--- config.mk ---
export PLATFORM = sky130hd
export DESIGN_NAME = cama_ctrl
export DESIGN_NICKNAME = d
export VERILOG_FILES = /design/src/rtl/cama_pkg.sv /design/src/rtl/cama_tick.sv /design/src/rtl/cama_chan.sv /design/src/rtl/cama_ctrl.sv
export SDC_FILE = /design/constraint.sdc
export NUM_CORES = 1
export LEC_CHECK = 0
export ABC_AREA = 1
export BUFFER_PORTS_ARGS = -buffer_cell sky130_fd_sc_hd__buf_2
export CORE_UTILIZATION = 58
export CTS_CLUSTER_SIZE = 16
export DETAILED_ROUTE_END_ITERATION = 7
export GPL_TIMING_DRIVEN = 0
export PLACE_DENSITY = 0.79
export SYNTH_ARGS = -nofsm -noshare
export SYNTH_HDL_FRONTEND = slang
export SYNTH_HIERARCHICAL = 1
export SYNTH_SLANG_ARGS = --single-unit
--- constraint.sdc ---
create_clock -name hclk -period 6 [get_ports hclk]
set_input_delay 0.9 -clock hclk [delete_from_list [all_inputs] [get_ports hclk]]
set_output_delay 0.9 -clock hclk [all_outputs]
set_load 0.05 [all_outputs]
--- src/rtl/cama_pkg.sv ---
// Shared constants and carrier types for the counter array block
package cama_pkg;

  // Register byte addresses
  localparam logic [7:0] CAMA_ADDR_CTRL = 8'h00;
  localparam logic [7:0] CAMA_ADDR_COUNTER_MODE_REGISTER = 8'h04;
  localparam logic [7:0] CAMA_ADDR_COUNT = 8'h08;
  localparam logic [7:0] CAMA_BASE_MODE = 8'h10;
  localparam logic [7:0] CAMA_BASE_LOW = 8'h30;
  localparam logic [7:0] CAMA_BASE_HIGH = 8'h50;
  localparam logic [7:0] CAMA_BANK_MASK = 8'hF0;
  localparam int CAMA_MAX_MODULES = 5;

  // Array control register fields
  localparam int CAMA_CTRL_WRAP_BIT = 7;
  localparam int CAMA_CTRL_RUN_BIT = 6;
  localparam int CAMA_CTRL_FLAG_LSB = 0;

  // Counter mode register fields
  localparam int CAMA_COUNTER_MODE_REGISTER_IDLE_BIT = 7;
  localparam int CAMA_COUNTER_MODE_REGISTER_SRC_LSB = 1;
  localparam int CAMA_COUNTER_MODE_REGISTER_IE_BIT = 0;

  // Count source prescale divisors
  localparam logic [3:0] CAMA_DIV_SLOW_X2 = 4'h6;
  localparam logic [3:0] CAMA_DIV_SLOW = 4'hC;
  localparam logic [3:0] CAMA_DIV_FAST_X2 = 4'h2;
  localparam logic [3:0] CAMA_DIV_FAST = 4'h4;

  // Reset values
  localparam logic [15:0] CAMA_COUNT_RESET = 16'h0000;
  localparam logic [15:0] CAMA_VALUE_RESET = 16'h0000;
  localparam logic [15:0] CAMA_COUNT_TOP = 16'hFFFF;

  // Count source selection
  typedef enum logic [1:0] {
    CAMA_SRC_SLOW = 2'h0,
    CAMA_SRC_FAST = 2'h1,
    CAMA_SRC_TIMER = 2'h2,
    CAMA_SRC_PIN = 2'h3
  } cama_src_t;

  // Per-module mode register, bit 6 down to bit 0
  typedef struct packed {
    logic comparator_enable;
    logic rising_edge_capture;
    logic falling_edge_capture;
    logic flag_on_equal;
    logic flip_output_on_hit;
    logic pwm_enable;
    logic module_interrupt_enable;
  } cama_mode_t;

  // Counter mode register
  typedef struct packed {
    logic idle_halt_enable;
    cama_src_t count_source_sel;
    logic wrap_interrupt_enable;
  } cama_counter_mode_register_t;

  // Counter view handed to each module
  typedef struct packed {
    logic [15:0] count;
    logic advanced;
  } cama_time_t;

endpackage

--- src/rtl/cama_tick.sv ---
// Count source prescaler and selector for the shared counter
`timescale 1ns/1ps
`default_nettype none
module cama_tick (
  // Clock and reset
  input wire logic hclk,
  input wire logic hresetn,
  // Selection
  input wire cama_pkg::cama_src_t src,
  input wire logic x2_mode,
  // Count sources
  input wire logic timer0_overflow,
  input wire logic external_count_pin,
  // Result
  output logic tick
);
  import cama_pkg::*;

  // Prescaler count and previous pin level
  typedef struct packed {
    logic [3:0] div;
    logic pin_prev;
  } cama_tick_state_t;

  cama_tick_state_t st;
  cama_tick_state_t next_st;
  logic [3:0] divisor;
  logic div_done;

  // Divisor depends on the source and the clock mode
  always_comb begin
    if (src == CAMA_SRC_SLOW) begin
      divisor = x2_mode ? CAMA_DIV_SLOW_X2 : CAMA_DIV_SLOW;
    end else begin
      divisor = x2_mode ? CAMA_DIV_FAST_X2 : CAMA_DIV_FAST;
    end
  end

  // Prescaler wraps at divisor, pin counts on falling edges
  always_comb begin
    next_st = st;
    tick = 1'b0;
    div_done = (st.div >= divisor - 4'h1);
    next_st.div = div_done ? 4'h0 : st.div + 4'h1;
    next_st.pin_prev = external_count_pin;
    unique case (src)
      CAMA_SRC_SLOW, CAMA_SRC_FAST: tick = div_done;
      CAMA_SRC_TIMER: tick = timer0_overflow;
      CAMA_SRC_PIN: tick = st.pin_prev & ~external_count_pin;
    endcase
  end

  // State register
  always_ff @(posedge hclk or negedge hresetn) begin
    if (!hresetn) begin
      st <= '0;
    end else begin
      st <= next_st;
    end
  end

endmodule
`default_nettype wire

--- src/rtl/cama_chan.sv ---
// One capture/compare module: edge capture, match, toggle and PWM output
`timescale 1ns/1ps
`default_nettype none
module cama_chan (
  // Clock and reset
  input wire logic hclk,
  input wire logic hresetn,
  // Setup and time base
  input wire cama_pkg::cama_mode_t mode,
  input wire logic [15:0] value,
  input wire cama_pkg::cama_time_t tb,
  // Pin
  input wire logic pin_in,
  output logic pin_out,
  output logic pin_oe,
  // Events
  output logic capture,
  output logic event_hit
);
  import cama_pkg::*;

  // Previous input level and output latch
  typedef struct packed {
    logic pin_prev;
    logic out;
  } cama_chan_state_t;

  cama_chan_state_t st;
  cama_chan_state_t next_st;
  logic hit;

  // Capture, match and output update
  always_comb begin
    next_st = st;
    next_st.pin_prev = pin_in;
    capture = (mode.rising_edge_capture & pin_in & ~st.pin_prev)
      | (mode.falling_edge_capture & ~pin_in & st.pin_prev);
    hit = mode.comparator_enable & tb.advanced & (tb.count == value);
    event_hit = capture | (hit & mode.flag_on_equal);
    if (mode.pwm_enable & mode.comparator_enable) begin
      // Low below the compare low byte, high otherwise
      next_st.out = (tb.count[7:0] >= value[7:0]);
    end else if (hit & mode.flip_output_on_hit) begin
      next_st.out = ~st.out;
    end
  end

  assign pin_out = st.out;
  assign pin_oe = mode.comparator_enable;

  // State register, output idles high
  always_ff @(posedge hclk or negedge hresetn) begin
    if (!hresetn) begin
      st <= '{pin_prev: 1'b1, out: 1'b1};
    end else begin
      st <= next_st;
    end
  end

endmodule
`default_nettype wire

--- src/rtl/cama_ctrl.sv ---
// Shared counter, flags, registers and AHB-Lite slave of the counter array
`timescale 1ns/1ps
`default_nettype none
// Notes on behaviour
// Overflow sets wrap flag; interrupt if enabled
// Only software clears the wrap flag
// Control bits 0-4 are module event flags
// Module flags stay set until software clears
// Each module owns a mode register
// Mode bit 0 enables module interrupt
// Mode bit 1 selects PWM mode
// Mode bit 2 toggles pin on match
// Mode bit 3 sets flag on match
// Bit 4 falling, bit 5 rising capture
// Both edge bits capture every transition
// Mode bit 6 enables the comparator
// Capture loads counter into value registers
// Value registers hold the compare point
// Value registers set PWM duty cycle
// Source bits pick counter clock source
// Control bit 6 runs or stops counter
// Mode bit halts counter in idle
// Hardware set beats software clear
// PWM low while count low below value
module cama_ctrl #(
  parameter int N_MOD = 5
) (
  // Clock and reset
  input wire logic hclk,
  input wire logic hresetn,
  // AHB-Lite slave
  input wire logic hsel,
  input wire logic [31:0] haddr,
  input wire logic [1:0] htrans,
  input wire logic hwrite,
  input wire logic [2:0] hsize,
  input wire logic [31:0] hwdata,
  input wire logic hready,
  output logic hreadyout,
  output logic hresp,
  output logic [31:0] hrdata,
  // Processor state and count sources
  input wire logic idle_mode,
  input wire logic x2_mode,
  input wire logic timer0_overflow,
  input wire logic external_count_pin,
  // Module pins
  input wire logic [N_MOD-1:0] module_io_pin_in,
  output logic [N_MOD-1:0] module_io_pin_out,
  output logic [N_MOD-1:0] module_io_pin_oe,
  // Interrupt request
  output logic irq
);
  import cama_pkg::*;

  // Register map, one word each, data in the low bits:
  //   0x00 control: 7 wrap flag, 6 run, 4..0 module flags
  //   0x04 counter mode: 7 idle halt, 2..1 source, 0 wrap enable
  //   0x08 shared counter, 15..0
  //   0x10 + 4n mode of module n, 6..0
  //   0x30 + 4n value low byte of module n
  //   0x50 + 4n value high byte of module n
  // Sources: 0 slow and 1 fast prescale, 2 timer 0 overflow,
  // 3 falling edge of the external count pin.
  // Mode bits: 0 interrupt, 1 PWM, 2 toggle, 3 flag on match,
  // 4 falling and 5 rising capture, 6 comparator.
  // Unmapped words read zero and drop writes.
  // No wait states, always OKAY. Read data is picked at
  // the address edge and stands until the next read.
  // Writes land at the end of the data phase, so a read
  // overlapping a write to the same word sees old data.

  // Refuse module counts that the flag field cannot hold
  // The flag field holds five modules at most, and the decode
  // has four slots per bank nibble plus one slot above it.
  if (N_MOD < 1 || N_MOD > CAMA_MAX_MODULES) begin : g_bad_count
    $error("N_MOD must be 1 to 5");
  end

  // All registers live in one packed struct: one combinational
  // process builds the next copy, one clocked process stores it.
  // Reset clears it all: counter stopped, modes off, no flags.
  // Only the prescaler and module instances hold state besides it.
  // Whole block state
  typedef struct packed {
    logic [15:0] count;
    logic advanced;
    logic counter_run;
    logic counter_wrap_flag;
    logic [N_MOD-1:0] module_event_flag;
    cama_counter_mode_register_t counter_mode_register;
    logic [N_MOD-1:0][$bits(cama_mode_t)-1:0] modes;
    logic [N_MOD-1:0][15:0] values;
    logic [31:0] rd_data;
    logic dph_write;
    logic [7:0] dph_addr;
  } cama_state_t;

  cama_state_t st;
  cama_state_t next_st;

  // Links to the prescaler and modules
  // tick: one-cycle count strobe of the selected source
  // capture, event_hit: per-module one-cycle strobes
  // tb: counter view shared by every module
  // addr_take: a transfer is accepted at this edge
  // rd_word: read data for the address now on the bus
  logic tick;
  logic [N_MOD-1:0] capture;
  logic [N_MOD-1:0] event_hit;
  cama_time_t tb;
  logic addr_take;
  logic [31:0] rd_word;

  // Decode is shared by the read and write paths, so both agree
  // on the module a word belongs to. All ones marks an address
  // outside the bank or beyond N_MOD.
  // Module number addressed inside a bank, or all ones if outside
  function automatic logic [2:0] bank_index(input logic [7:0] addr, input logic [7:0] base);
    logic [2:0] idx;
    idx = 3'h7;
    if ((addr & CAMA_BANK_MASK) == base && addr[1:0] == 2'h0 && addr[3:2] < N_MOD) begin
      idx = {1'b0, addr[3:2]};
    end
    return idx;
  endfunction

  // Module number held in the top nibble for module 4 of each bank
  // Module 4 sits at the bank base plus 0x10, past the nibble.
  function automatic logic [2:0] module_of(input logic [7:0] addr, input logic [7:0] base);
    logic [2:0] idx;
    idx = bank_index(addr, base);
    if (addr == base + 8'h10 && N_MOD > 4) begin
      idx = 3'h4;
    end
    return idx;
  endfunction

  // The prescaler runs free whatever the run bit says, so a
  // stopped counter restarts at any prescaler phase; over whole
  // prescale periods the count is exact. x2_mode picks the
  // shorter divisors.
  // Count source prescaler
  cama_tick u_tick (
    .hclk(hclk),
    .hresetn(hresetn),
    .src(st.counter_mode_register.count_source_sel),
    .x2_mode(x2_mode),
    .timer0_overflow(timer0_overflow),
    .external_count_pin(external_count_pin),
    .tick(tick)
  );

  // Registered counter view: modules see what a bus read of the
  // counter would return in the same cycle.
  assign tb = '{count: st.count, advanced: st.advanced};

  // A match is only taken on the cycle after the counter moved,
  // so a counter standing on the compare value matches once,
  // and a software write of the counter never matches.
  // Match and toggle follow the shared counter only.
  // A module drives its pin while its comparator is on; the pin
  // input then reads back the driven level, so capture modes
  // make no sense together with the comparator.
  // One capture/compare unit per module
  for (genvar m = 0; m < N_MOD; m++) begin : g_mod
    cama_chan u_chan (
      .hclk(hclk),
      .hresetn(hresetn),
      .mode(cama_mode_t'(st.modes[m])),
      .value(st.values[m]),
      .tb(tb),
      .pin_in(module_io_pin_in[m]),
      .pin_out(module_io_pin_out[m]),
      .pin_oe(module_io_pin_oe[m]),
      .capture(capture[m]),
      .event_hit(event_hit[m])
    );
  end

  // Zero-wait slave, always OKAY
  // hready gates only the address phase; hsize is not checked,
  // every access is taken as a whole word.
  assign hreadyout = 1'b1;
  assign hresp = 1'b0;
  assign hrdata = st.rd_data;
  assign addr_take = hsel & hready & htrans[1];

  // The read word is built from the address phase and stored at
  // that edge, which lets the slave answer with no wait state.
  // Bits a register does not define read as zero.
  // Read multiplexer on the address phase
  always_comb begin
    logic [7:0] a;
    logic [2:0] mi;
    mi = 3'h7;
    a = haddr[7:0];
    rd_word = 32'h0000_0000;
    if (haddr[31:8] == 24'h00_0000) begin
      if (a == CAMA_ADDR_CTRL) begin
        rd_word[CAMA_CTRL_WRAP_BIT] = st.counter_wrap_flag;
        rd_word[CAMA_CTRL_RUN_BIT] = st.counter_run;
        rd_word[CAMA_CTRL_FLAG_LSB +: N_MOD] = st.module_event_flag;
      end else if (a == CAMA_ADDR_COUNTER_MODE_REGISTER) begin
        rd_word[CAMA_COUNTER_MODE_REGISTER_IDLE_BIT] = st.counter_mode_register.idle_halt_enable;
        rd_word[CAMA_COUNTER_MODE_REGISTER_SRC_LSB +: 2] = st.counter_mode_register.count_source_sel;
        rd_word[CAMA_COUNTER_MODE_REGISTER_IE_BIT] = st.counter_mode_register.wrap_interrupt_enable;
      end else if (a == CAMA_ADDR_COUNT) begin
        rd_word[15:0] = st.count;
      end else begin
        mi = module_of(a, CAMA_BASE_MODE);
        if (mi != 3'h7) begin
          rd_word[$bits(cama_mode_t)-1:0] = st.modes[mi];
        end
        mi = module_of(a, CAMA_BASE_LOW);
        if (mi != 3'h7) begin
          rd_word[7:0] = st.values[mi][7:0];
        end
        mi = module_of(a, CAMA_BASE_HIGH);
        if (mi != 3'h7) begin
          rd_word[7:0] = st.values[mi][15:8];
        end
      end
    end
  end

  // Next-state logic: bus writes, counter, flags and captures
  // Order inside: bus phases, writes, counter, captures, flags,
  // so later hardware steps override earlier software ones.
  always_comb begin
    logic [2:0] mi;
    logic sw_ctrl;
    logic halted;
    next_st = st;
    mi = 3'h7;
    sw_ctrl = st.dph_write && st.dph_addr == CAMA_ADDR_CTRL;

    // Address phase capture and read data
    // Only selected NONSEQ or SEQ transfers with the bus ready
    // start a data phase; an address outside the block keeps an
    // unmapped offset so that its write lands nowhere.
    if (addr_take) begin
      next_st.dph_write = hwrite;
      next_st.dph_addr = (haddr[31:8] == 24'h00_0000) ? haddr[7:0] : 8'hFF;
      if (!hwrite) begin
        next_st.rd_data = rd_word;
      end
    end else if (hready) begin
      next_st.dph_write = 1'b0;
    end

    // Data phase writes
    // Writes use the address taken in the previous cycle and the
    // data standing now; hardware events below are applied after
    // them, so an event in the same cycle wins over software.
    if (st.dph_write) begin
      if (sw_ctrl) begin
        // Run and flags take the written bits: zero clears a flag,
        // one sets it by software.
        next_st.counter_run = hwdata[CAMA_CTRL_RUN_BIT];
        next_st.counter_wrap_flag = hwdata[CAMA_CTRL_WRAP_BIT];
        next_st.module_event_flag = hwdata[CAMA_CTRL_FLAG_LSB +: N_MOD];
      end else if (st.dph_addr == CAMA_ADDR_COUNTER_MODE_REGISTER) begin
        // Source and enables act from the next cycle
        next_st.counter_mode_register.idle_halt_enable = hwdata[CAMA_COUNTER_MODE_REGISTER_IDLE_BIT];
        next_st.counter_mode_register.count_source_sel = cama_src_t'(hwdata[CAMA_COUNTER_MODE_REGISTER_SRC_LSB +: 2]);
        next_st.counter_mode_register.wrap_interrupt_enable = hwdata[CAMA_COUNTER_MODE_REGISTER_IE_BIT];
      end else if (st.dph_addr == CAMA_ADDR_COUNT) begin
        next_st.count = hwdata[15:0];
      end else begin
        mi = module_of(st.dph_addr, CAMA_BASE_MODE);
        if (mi != 3'h7) begin
          next_st.modes[mi] = hwdata[$bits(cama_mode_t)-1:0];
        end
        mi = module_of(st.dph_addr, CAMA_BASE_LOW);
        if (mi != 3'h7) begin
          next_st.values[mi][7:0] = hwdata[7:0];
        end
        mi = module_of(st.dph_addr, CAMA_BASE_HIGH);
        if (mi != 3'h7) begin
          next_st.values[mi][15:8] = hwdata[7:0];
        end
      end
    end

    // Shared counter advances on its source while running
    // The wrap flag sets on the tick that carries the counter from
    // all ones to zero. A counter write in the same cycle as a
    // tick loses to the tick; stop the counter first if the
    // written value must stick.
    // Idle halt stops only the counter, only while the processor
    // is idle; the prescaler keeps running meanwhile.
    halted = idle_mode & st.counter_mode_register.idle_halt_enable;
    next_st.advanced = 1'b0;
    if (st.counter_run && !halted && tick) begin
      next_st.count = st.count + 16'h0001;
      next_st.advanced = 1'b1;
      if (st.count == CAMA_COUNT_TOP) begin
        next_st.counter_wrap_flag = 1'b1;
      end
    end

    // Captures win over software writes to the value registers
    // A capture copies the count as it stood before this edge's
    // increment, the count at which the pin moved.
    for (int m = 0; m < N_MOD; m++) begin
      if (capture[m]) begin
        next_st.values[m] = st.count;
      end
    end

    // Hardware set overrides any software clear this cycle
    // Events are ORed in after the write, so a clear in the cycle
    // of a capture or match leaves the flag set.
    next_st.module_event_flag = next_st.module_event_flag | event_hit;
  end

  // Plain level: high while any enabled flag is set, falls only
  // when software clears a flag or its enable.
  // Interrupt request from enabled flags
  always_comb begin
    logic mod_req;
    cama_mode_t md;
    mod_req = 1'b0;
    md = '0;
    for (int m = 0; m < N_MOD; m++) begin
      md = cama_mode_t'(st.modes[m]);
      mod_req = mod_req | (st.module_event_flag[m] & md.module_interrupt_enable);
    end
    irq = mod_req | (st.counter_wrap_flag & st.counter_mode_register.wrap_interrupt_enable);
  end

  // Reset is asynchronous and loads constants only;
  // everything else moves on the rising clock edge.
  // State register
  always_ff @(posedge hclk or negedge hresetn) begin
    if (!hresetn) begin
      st <= '0;
    end else begin
      st <= next_st;
    end
  end

endmodule
`default_nettype wire

==> results.toml <==
[drt]
drc = 0
wl_per_cell_um = 20.8
dr.pass1.iters = 6
final_antenna_net_count = 0
vias = 12800
wl_mm = 45.2
drtIter0Drc = 1523
vias_per_cell = 5.88

[flow_run]
cap_violations = 0

[setup_path]
regToRegSetupSlack_ns = 2.92
cp.required_ns = 6.31
worstPathArrival_ns = 3.38
critPathLaunchType = "flip-flop"
cp-end-kind = "flip-flop"
crit_type = "reg2reg"
path_max_fanout = 9

[floorplan]
coreArea_um2 = 21000
dieArea_um2 = 22000
ioPinCount = 128
die_x_um = 148
rows = 53
initial_utilization_pct = 59.0
die_y_um = 148

[timing]
worst_pin_slew_ns = 1.22
slew_violations = 0
setup_tns_ns = 0
slew_headroom_pct = 18.9
rsz0062_at_grt = "false"
clock_skew_ns = 0.0109
fmax_mhz = 325
layout_setup_ws_ns = 2.92
post-route-min-period_ns = 3.08
setup_viol = 0
hold_viol = 0
post-route-period-util_pct = 51.3

[synth]
ys_warn_count = 6
syn_area_per_cell_um2 = 7.01
ys_types = 44
synthesis.area_um2 = 12400
synthTopCellsByArea = "dfrtp_1, nand2_1, inv_1"
synthArstFlopShare_pct = 100
synth_top_area_share_pct = 34.9
yosys_most_used_dff = "dfrtp_1"
synth.most_common_cell = "nand2_1"
yosys-top-cells-count = "nand2_1, inv_1, dfrtp_1"
yosysTopAreaCell = "dfrtp_1"
synthCells = 1770
synth-seq-cells = 183
synth_seq_area_share_pct = 37.0
synth_edf_count = 0

[final_layout]
syn_to_final_growth_pct = 11.6
finalNonFillerCells = 2176
drive_gt1_share_pct = 13.2
diodes = 0
final_nets = 2016

[clock_tree]
cts_setup_buffers = 0
ctsHoldBuffers = 0
root_buffer = "clkbuf_16"
cts_tree = "done"
cts_resized = 0
cts_made_buffers = 17
cts.clk_slew.worst_paths_ns = 0.08
clockBufferDepth = 2
h-tree-depth = 4
clkSinkCount = 183
clock_latency_ns = 0.44

[placed_design]
numPlacedInstances = 2144
place_ws_ns = 2.72
port_buffers = 82
place.gp.congestion = 1.06
hpwl_mm = 34.2

[pwr]
max-vdd-ir-drop_mv = 0.245
leakagePower_nw = 6.94
power-per-cell-area_nw_per_um2 = 312

[global_route]
gr-total-overflow = 0
grt_pass1_vias = 11700
antenna_found_initial = 0
grt_pass1_wl_mm = 68.6
gr-usage-all-layers_pct = 42.3
grt_max_degree = 99

[worst_hold_path]
hold_class = "in2async"

[outcome]
status = "finished, final reports clean"
## cell families (layout without fill, tap and decap cells)
group	Yosys count	in the layout	synth area share (%)
simple gates	891	891	31.6
buf+inv	380	495	12.9
compound gates	262	262	13.4
flops	183	183	37.0
fa+ha+maj	45	45	4.54
xor+xnor	7	7	0.494
other cells	2	18	0.0605
## per-layer routing
layer | vias up | routed length (um) | global-route usage, %
met1 | 5889 | 18100 | 57.1
met5 | - | 0 | 1.14
met3 | 154 | 5380 | 10.4
met4 | 0 | 2480 | 22.3
met2 | 810 | 19300 | 62.6
li1 | 5951 | - | -
## power by group
group          internal [mW]  total (mW)  leakage [nW]  switching [mW]
Combinational          0.474        1.48          4.49            1.01
Sequential              1.42        1.69          2.18           0.269
Clock                  0.599        1.15         0.275           0.551
Total                   2.49        4.32          6.94            1.83
## path summary, 6_finish.rpt
check	from	endpoint	depth (start not counted)
setup / recovery	st[172]	st[181]	10
setup reg to reg	st[172]	st[181]	10
hold / removal	hresetn	u_tick/st[4]	1
hold reg to reg	hrdata[10]	hrdata[10]	2
min in group hclk	hrdata[10]	hrdata[10]	2
max in group asynchronous	hresetn	st[60]	2
## state kept, by name, indices dropped and copies added, names as in the netlist
name,count
g_mod.u_chan/pin_out,5
g_mod.u_chan/st,5
st,152
u_tick/st,5
hrdata,16
## metrics by stage
| stage | util, % | hold WS [ns] | cell area (um^2) | power [mW] |
|---|---|---|---|---|
| 2_1_floorplan | - | 0.450 | 12500 | 2.58 |
| 3_3_place_gp | 62.9 | 0.468 | 13200 | 3.09 |
| 3_5_place_dp | 63.1 | 0.475 | 13300 | 3.14 |
| 4_1_cts | 65.9 | 0.474 | 13800 | 4.28 |
| 5_1_grt | 65.9 | 0.501 | 13800 | 4.55 |
| 6_report | 65.9 | 0.451 | 13800 | 4.32 |
## final cells by class
type	count	area (um^2)
fillers	1906	7180
multi-input cells	1223	6270
flip-flops and latches	183	4590
inverters	301	1130
plain buffers	79	474
repair buffers	83	448
clock buffers	20	447
well taps	275	344
clock inverters	12	135
## worst max-delay path, stage by stage (launching register included)
cell	delay (ns)
dfrtp_1	0.69
clkinv_1	0.54
nor2_1	0.29
nand2_1	0.12
nor2_1	0.21
nand3_1	0.17
nor3_1	0.44
nand2_1	0.13
xor2_1	0.17
nor2_1	0.10
o22ai_1	0.09
## layout by cell type (no fill, tap or decap), types with 14 or more instances in the layout
cell / netlist / final
a21oi_1: 42 / 42
buf_2: 13 / 94
buf_4: 43 / 43
clkbuf_1: 15 / 17
clkbuf_16: 0 / 17
clkinv_1: 17 / 17
conb_1: 2 / 18
dfrtp_1: 173 / 173
ha_1: 45 / 45
inv_1: 274 / 274
nand2_1: 515 / 515
nand2_2: 14 / 14
nand3_1: 165 / 165
nand4_1: 27 / 27
nor2_1: 91 / 91
nor2_2: 15 / 15
o211ai_1: 59 / 59
o21ai_0: 98 / 98
o221ai_1: 38 / 38
(Power assumes the default switching activity.)
